**src/hdl/adc_result_pkg.sv**
```systemverilog
// Package: register map, field layout and register-bus carriers for the conversion result registers
package adc_result_pkg;
    // Register byte addresses
    localparam logic [7:0] pair2_low_addr = 8'h64;
    localparam logic [7:0] pair2_high_addr = 8'h65;
    localparam logic [7:0] pair3_low_addr = 8'h66;
    localparam logic [7:0] pair3_high_addr = 8'h67;
    localparam logic [7:0] irq_status_addr = 8'h68;
    localparam logic [7:0] irq_mask_addr = 8'h69;

    // Result and field layout
    localparam int result_width = 10;
    localparam int num_pairs = 2;
    localparam int first_pair = 2;
    localparam logic [4:0] low_fill_ones = 5'h1f;
    localparam logic [7:0] unmapped_value = 8'h00;
    localparam logic [num_pairs-1:0] flags_reset = 2'h0;
    localparam logic [num_pairs-1:0] mask_reset = 2'h0;
    localparam logic [result_width-1:0] result_reset = 10'h000;

    // Register bus request
    typedef struct packed {
        logic [7:0] addr;
        logic [7:0] wdata;
        logic wr;
        logic rd;
    } bus_req_s;

    // Conversion result delivery
    typedef struct packed {
        logic valid;
        logic [0:0] pair;
        logic [result_width-1:0] value;
    } conv_result_s;
endpackage

```
**src/hdl/result_slot.sv**
```systemverilog
// One channel pair's result storage and its stored-result flag
`timescale 1ns/100ps
module result_slot
    import adc_result_pkg::*;
#(
    parameter int width = result_width
) (
    // Clock and reset
    input wire logic clk,
    input wire logic srst,
    // Converter side
    input wire logic load,
    input wire logic [width-1:0] value,
    // Software side
    input wire logic read_hit,
    // Stored state
    output logic [width-1:0] result,
    output logic stored_result_flag
);
    initial begin
        if (width != result_width) begin
            $error("result_slot supports only the documented result width");
        end
    end

    // Result storage; a new conversion overwrites an unread one
    // overwrite unread result
    always_ff @(posedge clk) begin
        if (srst) begin
            result <= result_reset;
        end else if (load) begin
            result <= value;
        end
    end

    // Flag: load wins over a read in the same cycle so no result goes unnoticed
    // set on store
    always_ff @(posedge clk) begin
        if (srst) begin
            stored_result_flag <= 1'b0;
        end else if (load) begin
            stored_result_flag <= 1'b1;
        end else if (read_hit) begin
            stored_result_flag <= 1'b0;
        end
    end
endmodule

```
**src/hdl/adc_result_registers.sv**
```systemverilog
// Conversion result registers for channel pairs 2/6 and 3/7 with store-event interrupt
// What this block does
// - Low byte bits five to one always read as one.
// - Low byte bit zero shows the channel's stored-unread result flag.
// - Converter writing a channel's result sets that channel's flag.
// - Software reading either byte of a channel clears its flag.
// - Upper eight bits in high byte, low two in low bits 7:6; read-only.
`timescale 1ns/100ps
module adc_result_registers
    import adc_result_pkg::*;
#(
    parameter int pairs = num_pairs
) (
    // Clock and reset
    input wire logic clk,
    input wire logic srst,
    // Converter result delivery
    input wire conv_result_s conv,
    // Register bus
    input wire bus_req_s bus,
    output logic [7:0] rdata,
    // Interrupt
    output logic irq
);
    // Timing seen from software:
    //   edge n   : read strobe and address taken, read data registered
    //   edge n+1 : read data stands for this one cycle only, then drops to zero
    //   the stored-result flag of the pair read is cleared at edge n as well
    // Timing seen from the converter:
    //   edge m   : valid pulse taken, result and flag stored, status bit set
    //   edge m+1 : interrupt line follows the status bit through the mask
    // Hazards handled here:
    //   a store and a read of the same pair in one cycle leave the flag set,
    //   so a result that lands while software reads is never lost silently;
    //   a store and a write-one clear of the same status bit leave it set too;
    //   a newer store overwrites an unread result; software learns of it only
    //   through the flag it sees, so a missed result cannot be detected here.
    // Limitation: the byte map is fixed, so only two pairs and ten-bit results fit.

    // Register map, all bytes on the one register bus:
    //   pair 2/6 low byte  : result bits one and zero, five fixed ones, stored flag
    //   pair 2/6 high byte : result bits nine down to two
    //   pair 3/7 low byte  : same layout as the pair 2/6 low byte
    //   pair 3/7 high byte : same layout as the pair 2/6 high byte
    //   status byte        : one sticky store event per pair, write one to clear
    //   mask byte          : one enable per pair, read and write
    // Result bytes are read-only; a write to them has no effect at all.
    // Any other address reads as zero and ignores writes.
    // Status bit zero is pair 2/6 and bit one is pair 3/7, likewise in the mask.
    // The stored flag and the status bit are kept apart on purpose: reading a
    // result clears the flag, while the status bit stays until software clears it,
    // so a handler may read results before it acknowledges the event.

    // Notes for integration:
    //   the bus never waits; read data is always ready one cycle after the strobe
    //   read data is zero outside that cycle, so it may be ored with other slaves
    //   a read of a result byte is not free of side effects: it clears the flag,
    //   so a debugger that reads the bytes will hide a pending result
    //   a read of the status or mask byte has no side effect
    //   results read back as zero after reset until the first store, but software
    //   should treat them as undefined until the flag has been seen set
    //   the converter may deliver a result in any cycle, back to back as well
    //   the interrupt is a level; it falls one cycle after the cause is cleared
    //   the status byte records events even while they are masked, so unmasking
    //   later raises the interrupt for an event that is already waiting

    // Byte layout derived from the bus and result widths
    localparam int byte_bits = $bits(rdata);
    localparam int low_result_bits = result_width - byte_bits;
    localparam int fill_bits = $bits(low_fill_ones);
    localparam int flag_bits = 1;
    localparam int status_pad = byte_bits - pairs;

    // Elaboration checks; the register map leaves no room for other shapes
    initial begin
        if (pairs != num_pairs) begin
            $error("adc_result_registers supports exactly two channel pairs");
        end
        if (low_result_bits + fill_bits + flag_bits != byte_bits) begin
            $error("adc_result_registers low byte layout does not add up to one byte");
        end
        if (low_result_bits < 1) begin
            $error("adc_result_registers needs a result wider than one byte");
        end
        if (pairs > byte_bits) begin
            $error("adc_result_registers status byte cannot hold every pair");
        end
        if (pair2_high_addr == pair2_low_addr || pair3_high_addr == pair3_low_addr) begin
            $error("adc_result_registers result bytes of a pair must differ");
        end
        if (pair2_low_addr == pair3_low_addr || pair2_high_addr == pair3_high_addr) begin
            $error("adc_result_registers pairs must not share result bytes");
        end
        if (irq_status_addr == irq_mask_addr) begin
            $error("adc_result_registers status and mask must not share an address");
        end
        if (unmapped_value != {byte_bits{1'b0}}) begin
            $error("adc_result_registers idle read data must be zero for bus oring");
        end
    end

    logic [result_width-1:0] result [pairs];
    logic [pairs-1:0] stored_flag;
    logic [pairs-1:0] read_hit;
    logic [pairs-1:0] load;
    logic [pairs-1:0] irq_status;
    logic [pairs-1:0] irq_mask;
    logic [7:0] next_rdata;
    // Address decode per pair and byte
    logic [pairs-1:0] low_hit;
    logic [pairs-1:0] high_hit;
    // Bytes as software will see them, one pair each
    logic [7:0] low_view [pairs];
    logic [7:0] high_view [pairs];
    // Write side decode and next values of the status logic
    logic status_write;
    logic mask_write;
    logic [pairs-1:0] status_clear;
    logic [pairs-1:0] next_irq_status;
    logic [pairs-1:0] pending;
    logic next_irq;

    // Low byte address of a pair index
    function automatic logic [7:0] low_addr(input int idx);
        return (idx == 0) ? pair2_low_addr : pair3_low_addr;
    endfunction

    // High byte address of a pair index
    function automatic logic [7:0] high_addr(input int idx);
        return (idx == 0) ? pair2_high_addr : pair3_high_addr;
    endfunction

    // Low result byte: lowest result bits on top, fixed ones, flag at the bottom
    function automatic logic [7:0] low_byte(input logic [result_width-1:0] res, input logic flag);
        return {res[low_result_bits-1:0], low_fill_ones, flag};
    endfunction

    // High result byte: the upper result bits
    function automatic logic [7:0] high_byte(input logic [result_width-1:0] res);
        return res[result_width-1:low_result_bits];
    endfunction

    // Per-pair bits padded with zeros to one bus byte
    function automatic logic [7:0] pair_byte(input logic [pairs-1:0] bits);
        return {{status_pad{1'b0}}, bits};
    endfunction

    // One storage slot per channel pair
    genvar g;
    generate
        for (g = 0; g < pairs; g++) begin : slot
            // read of either byte
            // Byte decode for this pair
            assign low_hit[g] = bus.addr == low_addr(g);
            assign high_hit[g] = bus.addr == high_addr(g);
            assign read_hit[g] = bus.rd && (low_hit[g] || high_hit[g]);
            assign load[g] = conv.valid && (conv.pair == 1'(g));
            assign low_view[g] = low_byte(result[g], stored_flag[g]);
            assign high_view[g] = high_byte(result[g]);
            // Event waiting and enabled for this pair
            assign pending[g] = irq_status[g] & irq_mask[g];

            result_slot #(
                .width(result_width)
            ) u_slot (
                .clk(clk),
                .srst(srst),
                .load(load[g]),
                .value(conv.value),
                .read_hit(read_hit[g]),
                .result(result[g]),
                .stored_result_flag(stored_flag[g])
            );
        end
    endgenerate

    // Read mux; writes to result bytes are ignored since they are read-only
    // byte split of result
    always_comb begin
        next_rdata = unmapped_value;
        case (bus.addr)
            pair2_low_addr: next_rdata = low_view[0];
            pair2_high_addr: next_rdata = high_view[0];
            pair3_low_addr: next_rdata = low_view[1];
            pair3_high_addr: next_rdata = high_view[1];
            irq_status_addr: next_rdata = pair_byte(irq_status);
            irq_mask_addr: next_rdata = pair_byte(irq_mask);
            default: next_rdata = unmapped_value;
        endcase
    end

    // Read data registered, valid the cycle after the strobe
    // Zero outside that cycle so a stale byte is never mistaken for a new one
    always_ff @(posedge clk) begin
        if (srst) begin
            rdata <= unmapped_value;
        end else if (bus.rd) begin
            rdata <= next_rdata;
        end else begin
            rdata <= unmapped_value;
        end
    end

    // Write decode; writes to the result bytes match nothing and are dropped
    assign status_write = bus.wr && bus.addr == irq_status_addr;
    assign mask_write = bus.wr && bus.addr == irq_mask_addr;

    // Write-one-to-clear bits, all zero when no status write is present
    assign status_clear = status_write ? bus.wdata[pairs-1:0] : {pairs{1'b0}};

    // A new store wins over a clear of the same bit, so no event is lost
    assign next_irq_status = load | (irq_status & ~status_clear);

    // Interrupt request before the output flop
    assign next_irq = |pending;

    // Sticky store events
    always_ff @(posedge clk) begin
        if (srst) begin
            irq_status <= flags_reset;
        end else begin
            irq_status <= next_irq_status;
        end
    end

    // Interrupt mask, one bit enables the matching status bit
    always_ff @(posedge clk) begin
        if (srst) begin
            irq_mask <= mask_reset;
        end else if (mask_write) begin
            irq_mask <= bus.wdata[pairs-1:0];
        end
    end

    // Level interrupt from a flop; lags status by one cycle
    always_ff @(posedge clk) begin
        if (srst) begin
            irq <= 1'b0;
        end else begin
            irq <= next_irq;
        end
    end
endmodule

```
**config.mk**
```make
export PLATFORM = sky130hd
export DESIGN_NAME = adc_result_registers
export DESIGN_NICKNAME = d
export VERILOG_FILES = /design/src/hdl/adc_result_pkg.sv /design/src/hdl/result_slot.sv /design/src/hdl/adc_result_registers.sv
export SDC_FILE = /design/constraint.sdc
export NUM_CORES = 1
export LEC_CHECK = 0
export BUFFER_PORTS_ARGS = -buffer_cell sky130_fd_sc_hd__buf_2
export CORE_ASPECT_RATIO = 0.8
export CORE_MARGIN = 10
export CORE_UTILIZATION = 40
export CTS_CLUSTER_DIAMETER = 150
export DETAILED_ROUTE_END_ITERATION = 8
export PLACE_DENSITY = 0.74
export SLEW_MARGIN = 15
export SYNTH_ARGS = -nofsm -noshare
export SYNTH_HDL_FRONTEND = slang
export SYNTH_SLANG_ARGS = --single-unit
export TNS_END_PERCENT = 20
```
**constraint.sdc**
```tcl
create_clock -name clk -period 2.5 [get_ports clk]
set_input_delay 0.5 -clock clk [delete_from_list [all_inputs] [get_ports clk]]
set_output_delay 0.5 -clock clk [all_outputs]
set_load 0.005 [all_outputs]
```
# After elaboration in Yosys (flattened, before gate mapping)
# Index checks and enable logic that the tools add are counted.
# op_classes
eq_ne	6
n_mux	6
bitwise	7
n_reduce_logical	12
# ops
cell	n
8-bit by 7-bit equality test with 1-bit output (second input constant)	6
8-bit one-hot mux with 6 select lines	1
1-bit logical AND	6
1-bit two-way mux	4
2-bit nonzero test	2
2-bit OR reduction	2
1-bit AND	2
2-bit AND	1
1-bit logical OR	2
2-bit two-way mux	1
1-bit inverter	2
2-bit inverter	1
2-bit bitwise OR	1
# totals
reg_bits	35
inputBits	32
out_inout_bits	9
word_cells	39

# Depth between registers and ports, before layout
# logic_depth
depth_word	6
depth_mapped	4

# Hierarchy
# Synthesis repeated with hierarchy kept, for this count alone.
# hier_totals
cells_unflattened	140
hier_area_um2	1495.2
# by_module_without_submodules
module	n_inst	cells_per_inst	area_per_inst_um2	seq_area_each_um2
result_slot	2	36	389.1	220.2
adc_result_registers	1	68	716.9	260.2

# Worst setup path before layout
# OpenSTA, ideal clock, no wires.
# synth_path
kind	input to register
startpoint	in bus[10] in the netlist's numbering
endpoint	reg rdata[7]
setup_ps	122
t_arrival_ps	1292
required_ps	2378
path_slack_ps	1086
path_stages	3
path_buffers	1
cell_sequence	buf_2 > mux4_2 > nor2b_1
# synth_between
elab_chain_len	2
# synth_rtl
element	line	rtl
start, declared	adc_result_registers.sv:20	input wire bus_req_s bus,
8-bit by 7-bit equality test with 1-bit output	adc_result_registers.sv:181	case (bus.addr)
8-bit one-hot mux with 6 select lines (*)	adc_result_registers.sv:181	
end signal, assigned	adc_result_registers.sv:196	rdata <= unmapped_value;
end signal, assigned	adc_result_registers.sv:198	rdata <= next_rdata;
end signal, assigned	adc_result_registers.sv:200	rdata <= unmapped_value;
end, declared	adc_result_registers.sv:21	output logic [7:0] rdata,
# Mark *: on every way between the ends. The rest lies on a longest branch, timed or not.
# A chain may end at the register's enable or synchronous reset.

# Worst setup path in the final report
# layout_path
startpoint	in bus[11] in the netlist's numbering
endpoint	reg irq_mask[0]
# layout_between
elab_chain_len	2
# layout_rtl
element	line	rtl
8-bit by 7-bit equality test with 1-bit output	adc_result_registers.sv:206	assign mask_write = bus.wr && bus.addr == irq_mask_addr;
1-bit logical AND	adc_result_registers.sv:206	
end signal, assigned	adc_result_registers.sv:229	irq_mask <= mask_reset;
end signal, assigned	adc_result_registers.sv:231	irq_mask <= bus.wdata[pairs-1:0];
end, declared	adc_result_registers.sv:107	logic [pairs-1:0] irq_mask;
# No other way between the ends.

==> flow_summary.ini <==
[routing]
drt_pre_antenna_iters = 4
ant_nets = 0
post-route-drc-count = 0
dr.max_layer_used = met4
drt-initial-drc-count = 85
via_per_inst = 4.92
wl_mm = 3.14
wl_met3_um = 202
wl_met1_mm = 1.44
vias = 1136
wl_per_cell_um = 13.6
wl_met2_mm = 1.43

[synthesis]
syn_nets = 187
async_reset_ff_frac = 0
syn_area_per_cell_sq_um = 9.09
synth.cell_area_sq_um = 1410
ys_top_cells_by_area = dfxtp_1 (50%), nand2_1 (11%), a21oi_1 (8.9%)
synth-edff-count = 0
synth_top_area_share = 0.497
ys_types = 28
synth_seq_cells = 35
yosys_warnings = 0
yosysTopAreaCell = dfxtp_1
yosysSeqAreaShare = 0.497
syn-instance-count = 155
synthFlopType = dfxtp_1

[cts]
cts.htree.levels = 2
cts_setup_buffers = 0
clockRootBuffer = clkbuf_8
clock_path_buffers = 2
cts.clk_slew.worst_paths_ns = 0.07
cts_tree = done
clkLatencyLatePin_ns = 0.29
postCtsHoldBufs = 0
cts.repair.resized = 0
cts_buffers = 5
cts_sinks = 35

[place]
dp_hpwl_mm = 2.24
pre_cts_ws_ns = 0.753
placed_area_sq_um = 1600
io_buffers = 34
place_inst = 223
place.gp.congestion = 0.829

[cells_and_area]
final_cell_area_sq_um = 1710
final_common_cell = nand2_1
antenna_cells = 0
final_nets = 220
final_cell_mix = nand2_1 (42), dfxtp_1 (35), buf_2 (34)
drive_gt1_frac = 0.265
multi_input_area_sq_um = 661
utilization = 0.504
final_cells = 231
areaGrowthSynthToFinish_pct = 21.6
fillers = 339
regArea_sq_um = 701

[power]
clock_power_share = 0.433
p_int_uw = 944
power_frac_seq = 0.486
power_density_nw_per_um2 = 705
comb_power_share = 0.081
p_sw_frac = 0.218
power.switching_uw = 263
cellLeakagePower_nw = 0.714
max-vdd-ir-drop_mv = 0.419
report.power.total_mw = 1.21

[timing]
finalHoldViolations = 0
worst_slew_pin_slew_ns = 0.501
timing.final.crit_share = 0.578
hold_slack_ns = 0.430
finalWorstPathRequiredPeriod_ns = 1.45
rsz0062_at_grt = no
setup_viol = 0
relSlewSlack = 0.666
fmax_ghz = 0.692
slew_viol_final = 0
tns_ns = 0
fin_ws_ns = 1.05
fin_skew_ns = 0.00415

[setup_path]
arrival_ns = 1.67
critPathBufInv = 1
path_class = in2reg
cp_top_family = simple AND/OR/NAND/NOR gates
critical_path_required_ns = 2.72
cp_max_fo = 11
worstPathCellList = buf_2, nor3b_1, and4_1, mux2i_1
worst_setup_path_start_kind = input port
worstSetupEndpointType = register
r2r_slack_ns = 1.42
slowest_delay_ns = 0.45
worst_path_max_delay_cell = nor3b_1

[floorplanning]
io_pins = 41
rows = 19
coreArea_sq_um = 3400
chipHeight_um = 73.1
die_area_sq_um = 6310
die_x_um = 86.4
start_util = 0.414

[grt]
antenna_found_initial = 0
grt_max_degree = 32
grt_pass1_vias = 1170
grt_pass1_wl_mm = 5.26
grt_usage = 0.105
grt-ovfl-total = 0

[run]
cap_violations = 0

[min_path]
hold_class = in2reg

[run_status]
status = complete, no violations
==> flip-flops by register name, indices dropped and copies added, names as in the netlist <==
signal and flops:
irq_status 2, irq_mask 2, irq 1, slot.u_slot.stored_result_flag 2, rdata 8, slot.u_slot.result 20
==> power groups by stage <==
| stage | clock, mW | sequential [mW] | combinational, mW |
|---|---|---|---|
| floorplan | 0 | 0.596 | 0.0645 |
| global placement | 0 | 0.599 | 0.0962 |
| detailed placement | 0 | 0.599 | 0.0979 |
| CTS | 0.530 | 0.587 | 0.0984 |
| global route | 0.558 | 0.588 | 0.111 |
| finish | 0.523 | 0.587 | 0.0974 |
==> final timing paths <==
| kind | start | to | cells past startpoint |
|---|---|---|---|
| setup / recovery | bus[11] | irq_mask[0] | 4 |
| hold / removal | bus[3] | irq_status[1] | 2 |
| hold reg to reg | slot[0].u_slot.result[0] | slot[0].u_slot.result[0] | 2 |
| setup reg to reg | slot[0].u_slot.result[2] | rdata[0] | 3 |
==> worst reg2reg max path, cell delays in order, from the launching register on <==
cell     delay, ns
dfxtp_1       0.32
mux4_2        0.46
a22oi_2       0.13
nor2_1        0.06
==> cell usage after synthesis, types with 2 or more instances <==
cell	number
a21oi_1	25
a41oi_1	2
and3_1	2
buf_2	2
clkbuf_1	6
dfxtp_1	35
mux2_2	3
mux2i_1	6
mux4_2	2
nand2_1	42
nand2b_1	5
nor2_1	5
nor2b_1	4
o21bai_1	2
==> cells by family (layout without fill, tap and decap cells) <==
group	count (synthesis)	after routing	synth area share
and+or+nand+nor	64	64	0.210
DFF	35	35	0.497
AOI/OAI and AO/OA	34	34	0.141
muxes	12	12	0.117
buffers and inverters	10	44	0.0337
==> cell type report <==
type / instances / area share
flip-flops and latches: 35 / 0.409
inverters: 1 / 0.00219
multi-input cells: 110 / 0.386
clock buffers: 6 / 0.0482
well taps: 42 / 0.0307
repair buffers: 35 / 0.104
clock inverters: 2 / 0.0205
==> layer usage <==
layer | up-vias | global-route usage
met5 | - | 0
met4 | 0 | 0.0539
met3 | 8 | 0.0491
met2 | 23 | 0.165
met1 | 510 | 0.116
li1 | 595 | -
(Power assumes the default switching activity.)
